[src/rtl/sibt_pkg.sv]
// Constants, types and carriers for the indexed block serial target.
// Assumes one system clock; the bus pins are asynchronous to it.
package sibt_pkg;

	// ------------------------------------------------------------
	// Addresses, field positions and reset values
	// ------------------------------------------------------------
	localparam logic [7:0] SIBT_WR_ADDR = 8'hd2;
	localparam logic [7:0] SIBT_RD_ADDR = SIBT_WR_ADDR | 8'h01;
	localparam logic [7:0] SIBT_COUNT_INDEX = 8'h08;
	localparam logic [7:0] SIBT_DEF_READ_COUNT = 8'h08;
	localparam logic [3:0] SIBT_BITS_PER_BYTE = 4'h8;
	localparam logic [7:0] SIBT_BYTE_RESET = 8'h00;
	localparam int SIBT_MSB = 7;

	// ------------------------------------------------------------
	// Types
	// ------------------------------------------------------------
	typedef enum logic [2:0] {
		SIBT_S_IDLE,
		SIBT_S_RX,
		SIBT_S_RXACK,
		SIBT_S_TX,
		SIBT_S_TXACK
	} sibt_state_t;

	typedef enum logic [2:0] {
		SIBT_G_ADDR,
		SIBT_G_INDEX,
		SIBT_G_COUNT,
		SIBT_G_DATA,
		SIBT_G_READ
	} sibt_stage_t;

	// Write strobe toward the register file
	typedef struct packed {
		logic en;
		logic [7:0] index;
		logic [7:0] data;
	} sibt_wr_t;

	// Whole state of the target engine
	typedef struct packed {
		sibt_state_t st;
		sibt_stage_t stage;
		logic [3:0] bitc;
		logic [7:0] sh;
		logic [7:0] idx;
		logic [7:0] rem;
		logic [7:0] cnt8;
		logic cnt_set;
		logic acked;
		logic scl_p;
		logic sda_p;
		logic sda_o;
		logic sda_oe_n;
		logic busy;
		logic [7:0] rd_idx;
		sibt_wr_t wr;
	} sibt_core_t;

endpackage

[src/rtl/sibt_pin_sync.sv]
// Three-stage synchroniser for one bus pin.
// Assumes the pin is asynchronous; output moves when stages two and three agree.
`timescale 1ns/1ps
module sibt_pin_sync #(
	parameter logic RESET_LEVEL = 1'b1
) (
	// Clock, enable and reset
	input wire logic i_clock,
	input wire logic i_clk_en,
	input wire logic i_reset_n,
	// Pin and qualified level
	input wire logic i_pin,
	output logic o_level
);

	logic [2:0] stage_q;
	logic level_q;

	// Shift chain; the first stage feeds only the second
	always_ff @(posedge i_clock or negedge i_reset_n) begin
		if (!i_reset_n) begin
			stage_q <= {3{RESET_LEVEL}};
			level_q <= RESET_LEVEL;
		end else if (i_clk_en) begin
			stage_q <= {stage_q[1:0], i_pin};
			if (stage_q[1] == stage_q[2]) begin
				level_q <= stage_q[2];
			end
		end
	end

	assign o_level = level_q;

endmodule

[src/rtl/sibt_target.sv]
// Serial target engine for indexed block reads and writes.
// Assumes register storage outside, read combinationally from o_rd_index.
`timescale 1ns/1ps
module sibt_target
	import sibt_pkg::*;
#(
	parameter logic [7:0] READ_COUNT = SIBT_DEF_READ_COUNT
) (
	// Clock, enable and reset
	input wire logic i_clock,
	input wire logic i_clk_en,
	input wire logic i_reset_n,
	// Bus pins; data line is open drain
	input wire logic i_scl,
	input wire logic i_sda,
	output logic o_sda,
	output logic o_sda_oe_n,
	// Register file side
	output sibt_wr_t o_wr,
	output logic [7:0] o_rd_index,
	input wire logic [7:0] i_rd_data,
	output logic o_busy
);

	// ------------------------------------------------------------
	// Reset release and pin synchronisers
	// ------------------------------------------------------------
	logic [1:0] rst_q;
	logic rst_n;
	logic scl;
	logic sda;

	// Reset asserts at once and releases after two edges
	always_ff @(posedge i_clock or negedge i_reset_n) begin
		if (!i_reset_n) begin
			rst_q <= 2'b00;
		end else if (i_clk_en) begin
			rst_q <= {rst_q[0], 1'b1};
		end
	end
	assign rst_n = rst_q[1];

	sibt_pin_sync #(.RESET_LEVEL(1'b1)) u_scl_sync (
		.i_clock(i_clock),
		.i_clk_en(i_clk_en),
		.i_reset_n(rst_n),
		.i_pin(i_scl),
		.o_level(scl)
	);

	sibt_pin_sync #(.RESET_LEVEL(1'b1)) u_sda_sync (
		.i_clock(i_clock),
		.i_clk_en(i_clk_en),
		.i_reset_n(rst_n),
		.i_pin(i_sda),
		.o_level(sda)
	);

	// ------------------------------------------------------------
	// Bus events
	// ------------------------------------------------------------
	sibt_core_t q;
	sibt_core_t d;
	logic scl_rise;
	logic scl_fall;
	logic start_ev;
	logic stop_ev;
	logic [7:0] count_byte;

	// Edges of the clock line, start and stop while it is high
	assign scl_rise = scl & ~q.scl_p;
	assign scl_fall = ~scl & q.scl_p;
	assign start_ev = scl & q.scl_p & q.sda_p & ~sda;
	assign stop_ev = scl & q.scl_p & ~q.sda_p & sda;
	// Count byte sent first on a read
	assign count_byte = q.cnt_set ? q.cnt8 : READ_COUNT;

	// ------------------------------------------------------------
	// Next-state logic
	// ------------------------------------------------------------
	always_comb begin
		d = q;
		d.scl_p = scl;
		d.sda_p = sda;
		d.sda_o = 1'b0;
		d.wr.en = 1'b0;
		if (start_ev) begin
			// Start or repeated start opens a fresh address byte
			d.st = SIBT_S_RX;
			d.stage = SIBT_G_ADDR;
			d.bitc = 4'h0;
			d.sda_oe_n = 1'b1;
		end else if (stop_ev) begin
			d.st = SIBT_S_IDLE;
			d.sda_oe_n = 1'b1;
		end else begin
			case (q.st)
				SIBT_S_RX: begin
					if (scl_rise) begin
						d.sh = {q.sh[6:0], sda};
						d.bitc = q.bitc + 4'h1;
					end else if (scl_fall && q.bitc == SIBT_BITS_PER_BYTE) begin
						// Byte complete: acknowledge unless refused below
						d.sda_oe_n = 1'b0;
						d.st = SIBT_S_RXACK;
						case (q.stage)
							SIBT_G_ADDR: begin
								if (q.sh == SIBT_WR_ADDR) begin
									d.stage = SIBT_G_INDEX;
								end else if (q.sh == SIBT_RD_ADDR) begin
									d.stage = SIBT_G_READ;
									d.rd_idx = q.cnt_set ? SIBT_BYTE_RESET : q.idx;
								end else begin
									d.sda_oe_n = 1'b1;
									d.st = SIBT_S_IDLE;
								end
							end
							SIBT_G_INDEX: begin
								d.idx = q.sh;
								d.stage = SIBT_G_COUNT;
							end
							SIBT_G_COUNT: begin
								d.rem = q.sh;
								d.stage = SIBT_G_DATA;
							end
							SIBT_G_DATA: begin
								if (q.rem != SIBT_BYTE_RESET) begin
									// Store at the running index, then advance
									d.wr.en = 1'b1;
									d.wr.index = q.idx;
									d.wr.data = q.sh;
									d.idx = q.idx + 8'h01;
									d.rem = q.rem - 8'h01;
									if (q.idx == SIBT_COUNT_INDEX) begin
										d.cnt8 = q.sh;
										d.cnt_set = 1'b1;
									end
								end else begin
									// Bytes beyond the count are refused
									d.sda_oe_n = 1'b1;
									d.st = SIBT_S_IDLE;
								end
							end
							default: begin
								d.sda_oe_n = 1'b1;
								d.st = SIBT_S_IDLE;
							end
						endcase
					end
				end
				SIBT_S_RXACK: begin
					if (scl_fall) begin
						if (q.stage == SIBT_G_READ) begin
							// Count byte leads the read data
							d.sda_oe_n = count_byte[SIBT_MSB];
							d.sh = {count_byte[6:0], 1'b0};
							d.bitc = 4'h1;
							d.st = SIBT_S_TX;
						end else begin
							d.sda_oe_n = 1'b1;
							d.bitc = 4'h0;
							d.st = SIBT_S_RX;
						end
					end
				end
				SIBT_S_TX: begin
					if (scl_fall) begin
						if (q.bitc == SIBT_BITS_PER_BYTE) begin
							// Free the line for the host's answer
							d.sda_oe_n = 1'b1;
							d.st = SIBT_S_TXACK;
						end else begin
							d.sda_oe_n = q.sh[SIBT_MSB];
							d.sh = {q.sh[6:0], 1'b0};
							d.bitc = q.bitc + 4'h1;
						end
					end
				end
				SIBT_S_TXACK: begin
					if (scl_rise) begin
						d.acked = ~sda;
					end else if (scl_fall) begin
						if (q.acked) begin
							// Next register byte, then advance the index
							d.sda_oe_n = i_rd_data[SIBT_MSB];
							d.sh = {i_rd_data[6:0], 1'b0};
							d.bitc = 4'h1;
							d.rd_idx = q.rd_idx + 8'h01;
							d.st = SIBT_S_TX;
						end else begin
							d.sda_oe_n = 1'b1;
							d.st = SIBT_S_IDLE;
						end
					end
				end
				default: begin
					d.sda_oe_n = 1'b1;
					d.st = SIBT_S_IDLE;
				end
			endcase
		end
		d.busy = (d.st != SIBT_S_IDLE);
	end

	// ------------------------------------------------------------
	// State register
	// ------------------------------------------------------------
	always_ff @(posedge i_clock or negedge rst_n) begin
		if (!rst_n) begin
			q <= '{st: SIBT_S_IDLE, stage: SIBT_G_ADDR, bitc: 4'h0,
				sh: SIBT_BYTE_RESET, idx: SIBT_BYTE_RESET, rem: SIBT_BYTE_RESET,
				cnt8: SIBT_BYTE_RESET, cnt_set: 1'b0, acked: 1'b0,
				scl_p: 1'b1, sda_p: 1'b1, sda_o: 1'b0, sda_oe_n: 1'b1,
				busy: 1'b0, rd_idx: SIBT_BYTE_RESET,
				wr: '{en: 1'b0, index: SIBT_BYTE_RESET, data: SIBT_BYTE_RESET}};
		end else if (i_clk_en) begin
			q <= d;
		end
	end

	// Outputs straight from the state register
	assign o_sda = q.sda_o;
	assign o_sda_oe_n = q.sda_oe_n;
	assign o_wr = q.wr;
	assign o_rd_index = q.rd_idx;
	assign o_busy = q.busy;

endmodule

[config.mk]
export PLATFORM = sky130hd
export DESIGN_NAME = sibt_target
export DESIGN_NICKNAME = d
export VERILOG_FILES = /design/src/rtl/sibt_pkg.sv /design/src/rtl/sibt_pin_sync.sv /design/src/rtl/sibt_target.sv
export SDC_FILE = /design/constraint.sdc
export NUM_CORES = 1
export LEC_CHECK = 0
export ABC_AREA = 1
export ABC_CLOCK_PERIOD_IN_PS = 2800
export BUFFER_PORTS_ARGS = -buffer_cell sky130_fd_sc_hd__buf_2
export CAP_MARGIN = 25
export CORE_ASPECT_RATIO = 0.9
export CORE_MARGIN = 2
export CORE_UTILIZATION = 25
export CTS_BUF_LIST = sky130_fd_sc_hd__clkbuf_2
export DETAILED_ROUTE_END_ITERATION = 8
export SLEW_MARGIN = 20
export SYNTH_ARGS = -nofsm -noshare
export SYNTH_HDL_FRONTEND = slang
export SYNTH_SLANG_ARGS = --single-unit
[constraint.sdc]
create_clock -name i_clock -period 2.8 [get_ports i_clock]
set_clock_uncertainty 0.15 [all_clocks]
set_input_delay 0.28 -clock i_clock [delete_from_list [all_inputs] [get_ports i_clock]]
set_output_delay 0.28 -clock i_clock [all_outputs]
set_load 0.005 [all_outputs]
==> impl_results.html, run 1 <==
<table>
<tr><th>Metric</th><th>Value</th></tr>
<tr><th colspan="2">CTS</th></tr>
<tr><td>Clk slew on worst S/H paths</td><td>around 0.24 ns</td></tr>
<tr><td>Clk root buf</td><td>clkbuf_2</td></tr>
<tr><td>TritonCTS clock tree</td><td>yes</td></tr>
<tr><td>Maximum clock path buffer count</td><td>2</td></tr>
<tr><td>Num Clock Sinks</td><td>83</td></tr>
<tr><td>Clock buffer count from CTS</td><td>9</td></tr>
<tr><td>Setup bufs post-CTS</td><td>0</td></tr>
<tr><td>CTS H-tree depth</td><td>3</td></tr>
<tr><td>Clock latency reported for the late side of the worst-skew pair</td><td>0.60 ns</td></tr>
<tr><th colspan="2">STA</th></tr>
<tr><td>Highest attainable clock frequency</td><td>between 400 and 500 MHz</td></tr>
<tr><td>Pins Over Slew Limit</td><td>0</td></tr>
<tr><td>Final Setup Violations</td><td>0</td></tr>
<tr><td>Slew HR</td><td>roughly 64%</td></tr>
<tr><td>Smallest hold slack</td><td>roughly 0.024 ns</td></tr>
<tr><td>Sum of negative setup slack</td><td>0 ns</td></tr>
<tr><td>Share of the cycle needed by the critical path after routing</td><td>about four fifths</td></tr>
<tr><td>RSZ-0062 raised after global routing</td><td>no</td></tr>
<tr><td>Final-report hold violation count</td><td>0</td></tr>
<tr><td>Post-route minimum period</td><td>2.24 ns</td></tr>
<tr><td>Transition time of the tightest slew-check pin</td><td>0.532 ns</td></tr>
<tr><th colspan="2">Routing</th></tr>
<tr><td>Number of DRC markers in iteration 0</td><td>~270</td></tr>
<tr><td>Average wire per cell in the routed design</td><td>~13 µm</td></tr>
<tr><td>Remaining routing DRC violations</td><td>0</td></tr>
<tr><td>Number of nets still failing antenna checks after routing</td><td>0</td></tr>
<tr><td>Vias per cell</td><td>between 4 and 5</td></tr>
<tr><td>Count of vias placed by the detailed router</td><td>around 4100</td></tr>
<tr><td>DR pass1 iterations</td><td>7</td></tr>
<tr><td>Drt total wl</td><td>11900 µm</td></tr>
<tr><th colspan="2">Global route</th></tr>
<tr><td>Vias in the first global route</td><td>~3900</td></tr>
<tr><td>Wire length of the first global-routing pass</td><td>around 20000 µm</td></tr>
<tr><td>Grt total ovfl</td><td>0</td></tr>
<tr><td>Initial antenna violation count</td><td>1</td></tr>
<tr><td>Maximum number of pins on one net before global-route repair</td><td>35</td></tr>
<tr><td>Aggregate global-route resource usage</td><td>about an eighth</td></tr>
<tr><th colspan="2">Die</th></tr>
<tr><td>Placeable Area</td><td>around 19000 µm²</td></tr>
<tr><td>Number of primary I/O pins</td><td>41</td></tr>
<tr><td>Die extent in y</td><td>136 µm</td></tr>
<tr><td>Initial standard-cell utilization of the core</td><td>roughly 25%</td></tr>
<tr><td>Die outline area</td><td>20400 µm²</td></tr>
<tr><td>Die width</td><td>between 150 and 200 µm</td></tr>
<tr><td>Number of standard-cell rows in the floorplan</td><td>48</td></tr>
<tr><th colspan="2">Place</th></tr>
<tr><td>Post-DP HPWL</td><td>between 8000 and 9000 µm</td></tr>
<tr><td>Routability cong.</td><td>roughly 0.85</td></tr>
<tr><td>Placed cell areas</td><td>between 5000 and 6000 µm²</td></tr>
<tr><td>Port Buffers</td><td>39</td></tr>
<tr><td>Placed insts</td><td>approximately 900</td></tr>
<tr><th colspan="2">Layout</th></tr>
<tr><td>Highest-count cells in the layout ignoring fill and taps</td><td>nand2_1, dfrtp_1, inv_1</td></tr>
<tr><td>Fraction of final layout cells sized beyond drive strength 1</td><td>about 16%</td></tr>
<tr><td>Final Non-Filler Cells</td><td>between 900 and 1000</td></tr>
<tr><td>Fin nets</td><td>700</td></tr>
<tr><td>Syn-to-layout area delta</td><td>12.2%</td></tr>
<tr><td>Summed area of non-filler cells in the final layout</td><td>between 5000 and 6000 µm²</td></tr>
<tr><td>Most common library cell in the layout ignoring fill and taps</td><td>nand2_1</td></tr>
<tr><th colspan="2">Power</th></tr>
<tr><td>Switching power of the nets</td><td>between 1 and 1.5 mW</td></tr>
<tr><td>Clk pwr share</td><td>roughly a quarter</td></tr>
<tr><td>Leakage</td><td>approximately 2.6 nW</td></tr>
<tr><td>Logic gate share of total power</td><td>between 20 and 25%</td></tr>
<tr><td>Switching power as a share of total power</td><td>a little over a third</td></tr>
<tr><td>Worst VDD drop</td><td>between 150 and 200 µV</td></tr>
<tr><td>Total power</td><td>roughly 2.9 mW</td></tr>
<tr><td>Sequential power share</td><td>about half</td></tr>
<tr><td>Internal power</td><td>1.88 mW</td></tr>
<tr><td>Pwr dens</td><td>545 nW/µm²</td></tr>
<tr><th colspan="2">Synth</th></tr>
<tr><td>Mapped cell area</td><td>slightly below 5000 µm²</td></tr>
<tr><td>Area share of the largest cell type after synthesis</td><td>about 37%</td></tr>
<tr><td>Number of cells produced by synthesis</td><td>between 600 and 700</td></tr>
<tr><td>Net count after synthesis</td><td>around 670</td></tr>
<tr><td>Share of async-settable or async-resettable flops after synthesis</td><td>between 90% and 100%</td></tr>
<tr><td>Count of synthesis-stage warnings from yosys</td><td>0</td></tr>
<tr><td>Number of distinct library cell variants in the gate-level netlist after synthesis</td><td>38</td></tr>
<tr><td>Synth top area cells</td><td>dfrtp_1, nand2_1, dfstp_2</td></tr>
<tr><td>Register bit count reported by yosys</td><td>between 80 and 90</td></tr>
<tr><td>Most area-hungry cell type in the Yosys netlist</td><td>dfrtp_1</td></tr>
<tr><td>Proportion of synthesized chip area in sequential cells</td><td>approximately 43%</td></tr>
<tr><td>Average cell area after synthesis</td><td>approximately 7.4 µm²</td></tr>
<tr><td>Most used flip-flop cell after synthesis</td><td>dfrtp_1</td></tr>
<tr><td>Number of synthesized flops with an enable pin</td><td>0</td></tr>
<tr><th colspan="2">Setup path</th></tr>
<tr><td>CP Max Fanout</td><td>20</td></tr>
<tr><td>Kind of critical path</td><td>register to register</td></tr>
<tr><td>Data arrival time at the worst-slack endpoint</td><td>about 2.6 ns</td></tr>
<tr><td>Worst Setup End Kind</td><td>register</td></tr>
<tr><td>Kind of start point of the critical path</td><td>register</td></tr>
<tr><td>Required time at the worst-slack endpoint</td><td>approximately 3.2 ns</td></tr>
<tr><th colspan="2">Run status</th></tr>
<tr><td>Outcome</td><td>finished, final reports clean</td></tr>
<tr><th colspan="2">Job</th></tr>
<tr><td>Maxcap violations</td><td>0</td></tr>
<tr><th colspan="2">Hold path</th></tr>
<tr><td>Kind of path behind the tightest hold check</td><td>register to asynchronous set/reset pin</td></tr>
</table>
[logic make-up after synthesis]
| logic type | synth area share, % |
|---|---|
| adders and majority gates | 1.82 |
| buffers and inverters | 11.8 |
| and+or+nand+nor | 28.7 |
| xor gates and xnor gates | 1.46 |
| DFF | 43.5 |
| AOI/OAI and AO/OA | 12.7 |
| other | 0.0780 |
[metal layers]
layer | part of all wire [%] | track usage (%)
met1 | 50 | 17.3
met2 | 44 | 18.7
met3 | 4.9 | 3.33
met4 | 1.3 | 3.98
met5 | 0 | 0
[cells in the mapped netlist, types with 4 or more instances]
| cell | count |
|---|---|
| nand4_1 | 4 |
| o22ai_1 | 4 |
| nand3_1 | 33 |
| dfstp_2 | 11 |
| dfrtp_1 | 72 |
| a22oi_1 | 8 |
| inv_1 | 60 |
| clkbuf_1 | 4 |
| nor2_2 | 5 |
| buf_2 | 6 |
| o21ai_0 | 36 |
| ha_1 | 7 |
| buf_4 | 27 |
| nor3_1 | 6 |
| inv_2 | 13 |
| a31oi_1 | 4 |
| xor2_1 | 5 |
| nand2_1 | 204 |
| nor2_1 | 47 |
| o21ai_1 | 47 |
| a21oi_1 | 14 |
[critical path, stage by stage, from the launching register on]
cell,delay [ns]
dfrtp_1,0.48
inv_1,0.07
ha_1,0.15
nand3_1,0.15
nor2_4,0.22
nand2_2,0.10
nor2_2,0.16
nand3_2,0.24
buf_4,0.30
nand2_1,0.08
o21ai_1,0.06
[repair_timing]
| item | in CTS | in global routing |
|---|---|---|
| endpoints found under the setup margin | 0 | 0 |
| resized for setup | 0 | 0 |
| hold buffers | 16 | 0 |
| endpoints found under the hold margin | 26 | 0 |
[power groups by stage]
stage / Sequential (mW) / Clock (mW) / Combinational, mW
final: 1.47 / 0.741 / 0.726
after global routing: 1.49 / 0.817 / 0.840
after CTS: 1.47 / 0.774 / 0.727
after detailed placement: 1.49 / 0 / 0.703
after global placement: 1.49 / 0 / 0.709
after floorplan: 1.46 / 0 / 0.500
[metrics by stage]
stage	setup slack [ns]	utilization [%]
after global routing	0.369	28.3
after CTS	0.571	28.3
final	0.560	28.3
after global placement	0.651	26.8
after detailed placement	0.595	26.8
after floorplan	0.166	-
[cell type report]
cell class	instances	area, µm²
Antenna cell	1	2.50
Clock buffer	9	45.0
Clock inverter	7	90.1
Fill cell	2099	13600
Inverter	75	284
Multi-Input combinational cell	448	2150
Sequential cell	83	2090
Tap cell	250	313
Timing Repair Buffer	63	415
[sequential cells by signal, indices dropped and copies added (netlist names)]
| register | cells |
|---|---|
| o_sda_oe_n | 1 |
| q | 46 |
| u_sda_sync.stage_q | 3 |
| o_rd_index | 8 |
| rst_q | 2 |
| o_busy | 1 |
| u_scl_sync.stage_q | 3 |
| o_wr | 17 |
| u_scl_sync.o_level | 1 |
| u_sda_sync.o_level | 1 |
[final timing paths]
kind / startpoint / end / slack, ns / cells after the start
min in group i_clock: i_rd_data[7] / o_sda_oe_n / 0.06 / 7
setup reg to reg: q[64] / o_wr[4] / 0.56 / 10
hold reg to reg: rst_q[1] / o_rd_index[7] / 0.02 / 0
hold / removal: rst_q[1] / o_rd_index[7] / 0.02 / 0
max in group asynchronous: rst_q[1] / q[29] / 1.72 / 1
setup / recovery: q[64] / o_wr[4] / 0.56 / 10
No activity file was read; power rests on OpenSTA's default activity.
==> run 2, diff against run 1 <==
--- a/config.mk
+++ b/config.mk
@@ -6,7 +6,7 @@
 export NUM_CORES = 1
 export LEC_CHECK = 0
 export ABC_AREA = 1
-export ABC_CLOCK_PERIOD_IN_PS = 2800
+export ABC_CLOCK_PERIOD_IN_PS = 2070
 export BUFFER_PORTS_ARGS = -buffer_cell sky130_fd_sc_hd__buf_2
 export CAP_MARGIN = 25
 export CORE_ASPECT_RATIO = 0.9
==> constraint.sdc (replaced) <==
create_clock -name i_clock -period 2.07 [get_ports i_clock]
set_clock_uncertainty 0.15 [all_clocks]
set_input_delay 0.207 -clock i_clock [delete_from_list [all_inputs] [get_ports i_clock]]
set_output_delay 0.207 -clock i_clock [all_outputs]
set_load 0.005 [all_outputs]
==> run 2 against run 1 <==
Effect of this change: flip-flop and latch count is the same; die area is the same; final cell count grew 3.2%; critical path depth shrank 3; critical endpoint is now u_sda_sync.stage_q[0].
==> impl_results.html, run 2 (synthesis gave the netlist of run 1 again) <==
<table>
<tr><th>Metric</th><th>Value</th></tr>
<tr><th colspan="2">Run status</th></tr>
<tr><td>Outcome</td><td>finished, final reports clean</td></tr>
<tr><th colspan="2">Die</th></tr>
<tr><td>Initial standard-cell utilization of the core</td><td>about a quarter</td></tr>
<tr><td>Number of primary I/O pins</td><td>41</td></tr>
<tr><td>Die width</td><td>between 150 and 200 µm</td></tr>
<tr><td>Die extent in y</td><td>about 140 µm</td></tr>
<tr><td>Number of standard-cell rows in the floorplan</td><td>48</td></tr>
<tr><td>Placeable Area</td><td>about 19000 µm²</td></tr>
<tr><td>Die outline area</td><td>20400 µm²</td></tr>
<tr><th colspan="2">Place</th></tr>
<tr><td>Routability cong.</td><td>~0.9</td></tr>
<tr><td>Port Buffers</td><td>39</td></tr>
<tr><td>Placed cell areas</td><td>approximately 5200 µm²</td></tr>
<tr><td>Placement-stage worst setup slack</td><td>roughly 0.057 ns</td></tr>
<tr><td>Placed insts</td><td>918</td></tr>
<tr><td>Post-DP HPWL</td><td>between 8000 and 9000 µm</td></tr>
<tr><th colspan="2">Setup path</th></tr>
<tr><td>Required time at the worst-slack endpoint</td><td>around 2.5 ns</td></tr>
<tr><td>Chain of cells forming the critical path</td><td>dlygate4sd3_1, buf_2, buf_4, nand2_1, dlygate4sd3_1, o21ai_0, dlygate4sd3_1</td></tr>
<tr><td>Data arrival time at the worst-slack endpoint</td><td>~2.4 ns</td></tr>
<tr><td>Worst reg2reg path startpoint</td><td>q[65]</td></tr>
<tr><td>CP Max Fanout</td><td>9</td></tr>
<tr><td>Kind of start point of the critical path</td><td>input port</td></tr>
<tr><td>Number of cells traversed by the worst register-to-register path</td><td>10</td></tr>
<tr><td>Slowest stage cell, crit path</td><td>dlygate4sd3_1</td></tr>
<tr><td>Delay of the slowest cell on the worst path</td><td>approximately 0.57 ns</td></tr>
<tr><td>Library cell appearing most often on the critical path</td><td>dlygate4sd3_1</td></tr>
<tr><td>Worst reg2reg path endpoint</td><td>q[46]</td></tr>
<tr><td>Worst Setup End Kind</td><td>register</td></tr>
<tr><td>Kind of critical path</td><td>input port to register</td></tr>
<tr><td>Register-to-register path setup slack</td><td>~0.15 ns</td></tr>
<tr><th colspan="2">Routing</th></tr>
<tr><td>DR pass1 iterations</td><td>8</td></tr>
<tr><td>Vias per cell</td><td>roughly 4.4</td></tr>
<tr><td>Count of vias placed by the detailed router</td><td>~4300</td></tr>
<tr><td>Drt total wl</td><td>roughly 12000 µm</td></tr>
<tr><td>Number of nets still failing antenna checks after routing</td><td>0</td></tr>
<tr><td>Average wire per cell in the routed design</td><td>~13 µm</td></tr>
<tr><td>Remaining routing DRC violations</td><td>0</td></tr>
<tr><td>Number of DRC markers in iteration 0</td><td>approximately 300</td></tr>
<tr><th colspan="2">STA</th></tr>
<tr><td>Post-route minimum period</td><td>~2.0 ns</td></tr>
<tr><td>Final-report hold violation count</td><td>0</td></tr>
<tr><td>Pins Over Slew Limit</td><td>0</td></tr>
<tr><td>Highest attainable clock frequency</td><td>~510 MHz</td></tr>
<tr><td>RSZ-0062 raised after global routing</td><td>yes</td></tr>
<tr><td>Share of the cycle needed by the critical path after routing</td><td>a little over nine tenths</td></tr>
<tr><td>Final Setup Violations</td><td>0</td></tr>
<tr><td>Minimum setup slack in the final design</td><td>between 0.1 and 0.15 ns</td></tr>
<tr><td>Smallest hold slack</td><td>0.183 ns</td></tr>
<tr><th colspan="2">Global route</th></tr>
<tr><td>Wire length of the first global-routing pass</td><td>between 20000 and 25000 µm</td></tr>
<tr><td>Initial antenna violation count</td><td>0</td></tr>
<tr><td>Maximum number of pins on one net before global-route repair</td><td>82</td></tr>
<tr><td>Aggregate global-route resource usage</td><td>between 10% and 20%</td></tr>
<tr><td>Grt total ovfl</td><td>0</td></tr>
<tr><td>Vias in the first global route</td><td>between 3000 and 4000</td></tr>
<tr><th colspan="2">CTS</th></tr>
<tr><td>Clk slew on worst S/H paths</td><td>roughly 0.24 ns</td></tr>
<tr><td>Clk root buf</td><td>clkbuf_2</td></tr>
<tr><td>Clock buffer count from CTS</td><td>9</td></tr>
<tr><td>CTS H-tree depth</td><td>3</td></tr>
<tr><td>Num Clock Sinks</td><td>slightly above 80</td></tr>
<tr><td>TritonCTS clock tree</td><td>yes</td></tr>
<tr><td>Maximum clock path buffer count</td><td>2</td></tr>
<tr><td>Clock latency reported for the late side of the worst-skew pair</td><td>0.61 ns</td></tr>
<tr><th colspan="2">Power</th></tr>
<tr><td>Leakage</td><td>2.81 nW</td></tr>
<tr><td>Pwr dens</td><td>slightly above 700 nW/µm²</td></tr>
<tr><td>Worst VDD drop</td><td>272 µV</td></tr>
<tr><th colspan="2">Job</th></tr>
<tr><td>Maxcap violations</td><td>0</td></tr>
<tr><th colspan="2">Layout</th></tr>
<tr><td>Fraction of final layout cells sized beyond drive strength 1</td><td>between 20 and 25%</td></tr>
<tr><td>Largest register FFs</td><td>46</td></tr>
<tr><td>Highest-count cells in the layout ignoring fill and taps</td><td>nand2_1, dfrtp_1, inv_1</td></tr>
<tr><td>Most common library cell in the layout ignoring fill and taps</td><td>nand2_1</td></tr>
<tr><td>Final Non-Filler Cells</td><td>approximately 970</td></tr>
<tr><td>Layout Utilization</td><td>30.4%</td></tr>
<tr><td>Biggest register</td><td>q</td></tr>
<tr><td>Summed area of non-filler cells in the final layout</td><td>approximately 5800 µm²</td></tr>
<tr><td>Antenna Cells</td><td>0</td></tr>
<tr><td>Fin nets</td><td>approximately 730</td></tr>
<tr><td>Syn-to-layout area delta</td><td>20.2%</td></tr>
<tr><td>Fillcell total</td><td>about 2000</td></tr>
<tr><th colspan="2">Hold path</th></tr>
<tr><td>Kind of path behind the tightest hold check</td><td>register to asynchronous set/reset pin</td></tr>
</table>
==> run 2: changes by cell type in the layout (fill, tap and decap cells not counted), moves of 3 or more <==
cell,before,now
nand2_2,3,7
buf_4,8,31
nor2_1,47,41
buf_6,0,3
clkinv_4,0,3
dfrtp_2,0,3
nor2_2,5,8
nand2_4,1,4
nor2_4,2,6
nand2_1,204,198
dfrtp_1,71,68
==> run 2: power breakdown <==
part	switching [mW]	internal [mW]
registers	0.156	1.79
logic	0.742	0.486
clock network	0.613	0.407
==> run 2: final cells by class <==
class / instances / area, µm² / area share, %
tap: 250 / 313 / 5.41
sequential: 83 / 2100 / 36.3
clock inverter: 6 / 90.1 / 1.56
timing repair buffer: 92 / 672 / 11.6
inverter: 75 / 292 / 5.04
multi-input combinational: 450 / 2270 / 39.2
clock buffer: 10 / 50.0 / 0.866
==> run 2: worst max path at each step <==
stage | from | endpoint | slack [ns] | cells past startpoint
after global placement | q[48] | q[32] | 0.08 | 9
after global routing | q[65] | q[41] | -0.06 | 11
final | i_clk_en | u_sda_sync.stage_q[0] | 0.11 | 7
after detailed placement | q[64] | q[47] | 0.06 | 11
after floorplan | q[64] | o_rd_index[3] | 0.30 | 10
after CTS | q[48] | q[39] | 0.004 | 9
==> run 2: per-stage QoR <==
stage | power, mW | TNS (ns)
floorplan | 2.65 | 0
global placement | 3.03 | 0
detailed placement | 3.04 | 0
CTS | 4.09 | 0
global route | 4.46 | -0.189
finish | 4.20 | 0
==> run 2: repair_timing <==
action,4_1_cts,5_1_grt
hold buffers,17,0
resized for setup,0,38
endpoints found under the hold margin,27,0
endpoints found under the setup margin,0,66
setup buffers,0,13
==> run 2: critical path, delay by kind of cell <==
family,cells,cell delay (ns)
AO/OA/AOI/OAI,1,0.07
buffers and inverters,5,2.05
AND/OR/NAND/NOR,1,0.05
==> run 2: routing by layer <==
metal	track usage, %	vias up	wire length [µm]
met2	18.9	97	5540
met3	2.73	14	580
met4	3.46	0	163
met5	0	-	0
li1	-	2175	-
met1	17.9	1999	6140
==> run 3, diff against run 2 <==
--- a/config.mk
+++ b/config.mk
@@ -7,7 +7,7 @@
 export LEC_CHECK = 0
 export ABC_AREA = 1
 export ABC_CLOCK_PERIOD_IN_PS = 2070
-export BUFFER_PORTS_ARGS = -buffer_cell sky130_fd_sc_hd__buf_2
+export BUFFER_PORTS_ARGS = -buffer_cell sky130_fd_sc_hd__buf_4
 export CAP_MARGIN = 25
 export CORE_ASPECT_RATIO = 0.9
 export CORE_MARGIN = 2
==> run 3 against run 2 <==
Effect of this change: largest power group unchanged; worst setup slack got worse by 0.019 ns; final cell count fell by 0.21%; clock-buffer cell count rose by 1; routed wire length fell by 0.54%; combinational power barely moved; critical endpoint is now o_rd_index[2]; critical path type is now register to register; power fell by 7.7%; via count fell by 0.54%; worst hold slack got worse by 0.040 ns; critical path depth rose by 2.
==> impl_results.html, run 3 (synthesis gave the netlist of run 1 again) <==
<table>
<tr><th>Metric</th><th>Value</th></tr>
<tr><th colspan="2">Run status</th></tr>
<tr><td>Outcome</td><td>finished, final reports clean</td></tr>
<tr><th colspan="2">CTS</th></tr>
<tr><td>Num Clock Sinks</td><td>83</td></tr>
<tr><td>CTS H-tree depth</td><td>3</td></tr>
<tr><td>Clock buffer count from CTS</td><td>9</td></tr>
<tr><td>Maximum clock path buffer count</td><td>2</td></tr>
<tr><td>Clock latency reported for the late side of the worst-skew pair</td><td>about 0.57 ns</td></tr>
<tr><td>Clk root buf</td><td>clkbuf_2</td></tr>
<tr><td>Clk slew on worst S/H paths</td><td>~0.23 ns</td></tr>
<tr><td>TritonCTS clock tree</td><td>yes</td></tr>
<tr><th colspan="2">Setup path</th></tr>
<tr><td>Required time at the worst-slack endpoint</td><td>about 2.4 ns</td></tr>
<tr><td>CP Max Fanout</td><td>11</td></tr>
<tr><td>Crit. path cell count</td><td>9</td></tr>
<tr><td>Kind of critical path</td><td>register to register</td></tr>
<tr><td>Worst path bufs/invs</td><td>2</td></tr>
<tr><td>Kind of start point of the critical path</td><td>register</td></tr>
<tr><td>Chain of cells forming the critical path</td><td>inv_2, nand3_4, buf_4, o21ai_1, nand2_1, nor3_4, nand2_2, nand2_1, o21ai_1</td></tr>
<tr><td>Dominant delay contributor by cell family on the critical path</td><td>simple AND/OR/NAND/NOR gates</td></tr>
<tr><td>Worst Setup End Kind</td><td>register</td></tr>
<tr><td>Data arrival time at the worst-slack endpoint</td><td>between 2 and 2.5 ns</td></tr>
<tr><td>Slowest stage cell, crit path</td><td>dfrtp_2</td></tr>
<tr><td>Number of cells traversed by the worst register-to-register path</td><td>9</td></tr>
<tr><td>Delay of the slowest cell on the worst path</td><td>around 0.52 ns</td></tr>
<tr><th colspan="2">Die</th></tr>
<tr><td>Placeable Area</td><td>19000 µm²</td></tr>
<tr><td>Number of standard-cell rows in the floorplan</td><td>48</td></tr>
<tr><td>Die width</td><td>roughly 150 µm</td></tr>
<tr><td>Die extent in y</td><td>between 100 and 150 µm</td></tr>
<tr><td>Number of primary I/O pins</td><td>between 40 and 50</td></tr>
<tr><td>Initial standard-cell utilization of the core</td><td>between 20% and 30%</td></tr>
<tr><td>Die outline area</td><td>roughly 20000 µm²</td></tr>
<tr><th colspan="2">Job</th></tr>
<tr><td>Maxcap violations</td><td>0</td></tr>
<tr><th colspan="2">Routing</th></tr>
<tr><td>Average wire per cell in the routed design</td><td>between 10 and 15 µm</td></tr>
<tr><td>DR pass1 iterations</td><td>5</td></tr>
<tr><td>Number of DRC markers in iteration 0</td><td>roughly 280</td></tr>
<tr><td>Number of nets still failing antenna checks after routing</td><td>0</td></tr>
<tr><td>Remaining routing DRC violations</td><td>0</td></tr>
<tr><td>Drt total wl</td><td>12400 µm</td></tr>
<tr><td>Count of vias placed by the detailed router</td><td>4262</td></tr>
<tr><td>Vias per cell</td><td>around 4.4</td></tr>
<tr><th colspan="2">STA</th></tr>
<tr><td>Slew HR</td><td>about two thirds</td></tr>
<tr><td>Transition time of the tightest slew-check pin</td><td>roughly 0.52 ns</td></tr>
<tr><td>Final-report hold violation count</td><td>0</td></tr>
<tr><td>Pins Over Slew Limit</td><td>0</td></tr>
<tr><td>Highest attainable clock frequency</td><td>~510 MHz</td></tr>
<tr><td>Share of the cycle needed by the critical path after routing</td><td>between 90% and 100%</td></tr>
<tr><td>Post-route minimum period</td><td>1.98 ns</td></tr>
<tr><td>RSZ-0062 raised after global routing</td><td>yes</td></tr>
<tr><td>Sum of negative setup slack</td><td>0 ns</td></tr>
<tr><td>Final Setup Violations</td><td>0</td></tr>
<tr><th colspan="2">Global route</th></tr>
<tr><td>Vias in the first global route</td><td>3938</td></tr>
<tr><td>Grt total ovfl</td><td>0</td></tr>
<tr><td>Aggregate global-route resource usage</td><td>roughly an eighth</td></tr>
<tr><td>Maximum number of pins on one net before global-route repair</td><td>46</td></tr>
<tr><td>Wire length of the first global-routing pass</td><td>approximately 20000 µm</td></tr>
<tr><td>Initial antenna violation count</td><td>1</td></tr>
<tr><th colspan="2">Layout</th></tr>
<tr><td>Syn-to-layout area delta</td><td>19.4%</td></tr>
<tr><td>Layout Utilization</td><td>a little under a third</td></tr>
<tr><td>Fin nets</td><td>approximately 730</td></tr>
<tr><td>Highest-count cells in the layout ignoring fill and taps</td><td>nand2_1, buf_4, dfrtp_1</td></tr>
<tr><td>Biggest register</td><td>q</td></tr>
<tr><td>Footprint of the flip-flops and latches</td><td>2100 µm²</td></tr>
<tr><td>Area used by multi-input combinational logic</td><td>approximately 2200 µm²</td></tr>
<tr><td>Largest register FFs</td><td>46</td></tr>
<tr><td>Fillcell total</td><td>a little over 2000</td></tr>
<tr><td>Most common library cell in the layout ignoring fill and taps</td><td>nand2_1</td></tr>
<tr><td>Fraction of final layout cells sized beyond drive strength 1</td><td>roughly a fifth</td></tr>
<tr><th colspan="2">Place</th></tr>
<tr><td>Post-DP HPWL</td><td>approximately 9000 µm</td></tr>
<tr><td>Port Buffers</td><td>39</td></tr>
<tr><td>Routability cong.</td><td>~0.9</td></tr>
<tr><th colspan="2">Power</th></tr>
<tr><td>Leakage</td><td>~2.8 nW</td></tr>
<tr><td>Pwr dens</td><td>roughly 680 nW/µm²</td></tr>
<tr><td>Worst VDD drop</td><td>around 240 µV</td></tr>
<tr><th colspan="2">Hold path</th></tr>
<tr><td>Kind of path behind the tightest hold check</td><td>register to asynchronous set/reset pin</td></tr>
</table>
==> run 3: cell types whose count changed in the layout (fill, tap and decap cells not counted), moves of 3 or more <==
cell,delta
buf_4,+39
buf_2,-39
nor2_1,+4
buf_6,-3
nor2_4,-4
==> run 3: final cells by class <==
type / instances / share of cell area (%)
tap: 250 / 5.45
clock buffer: 11 / 0.959
multi-input combinational: 449 / 38.6
inverter: 75 / 4.99
clock inverter: 5 / 0.523
antenna: 1 / 0.0436
timing repair buffer: 90 / 12.9
sequential: 83 / 36.6
==> run 3: per-stage QoR <==
stage / setup WS (ns) / hold WS, ns / instances / total power [mW] / cell area, µm²
floorplan: 0.303 / -0.239 / 646 / 2.65 / 4810
global placement: 0.0650 / -0.159 / 922 / 3.08 / 5360
detailed placement: 0.0217 / -0.156 / 922 / 3.09 / 5360
CTS: 0.0132 / 0.172 / 955 / 3.87 / 5630
global route: -0.0525 / 0.205 / 964 / 4.17 / 5740
finish: 0.0925 / 0.143 / 964 / 3.88 / 5740
==> run 3: metal layers <==
| layer | part of all wire, % | track usage [%] |
|---|---|---|
| met5 | 0 | 0 |
| met4 | 1.3 | 4.04 |
| met3 | 4.8 | 2.46 |
| met2 | 44 | 19.1 |
| met1 | 50 | 18.1 |
==> run 3: repair_timing <==
| item | in CTS | in global routing |
|---|---|---|
| buffers inserted | 0 | 7 |
| hold buffers | 17 | 0 |
| gates cloned | 0 | 1 |
| hold endpoints to repair | 30 | 0 |
| resized for setup | 2 | 18 |
| endpoints found under the setup margin | 9 | 49 |
| pin swaps | 0 | 4 |
==> run 3: worst paths after layout <==
kind | start | end | slack [ns]
max | q[72] | o_rd_index[2] | 0.09
min | rst_q[1] | q[30] | 0.14
max reg2reg | q[72] | o_rd_index[2] | 0.09
min reg2reg | rst_q[1] | q[30] | 0.14
max in group asynchronous | rst_q[1] | o_rd_index[2] | 1.00
min in group i_clock | i_clk_en | q[73] | 0.29
==> run 3: power breakdown <==
group	switching [mW]	internal, mW
registers	0.153	1.79
clock network	0.568	0.163
logic	0.722	0.477
total	1.44	2.43
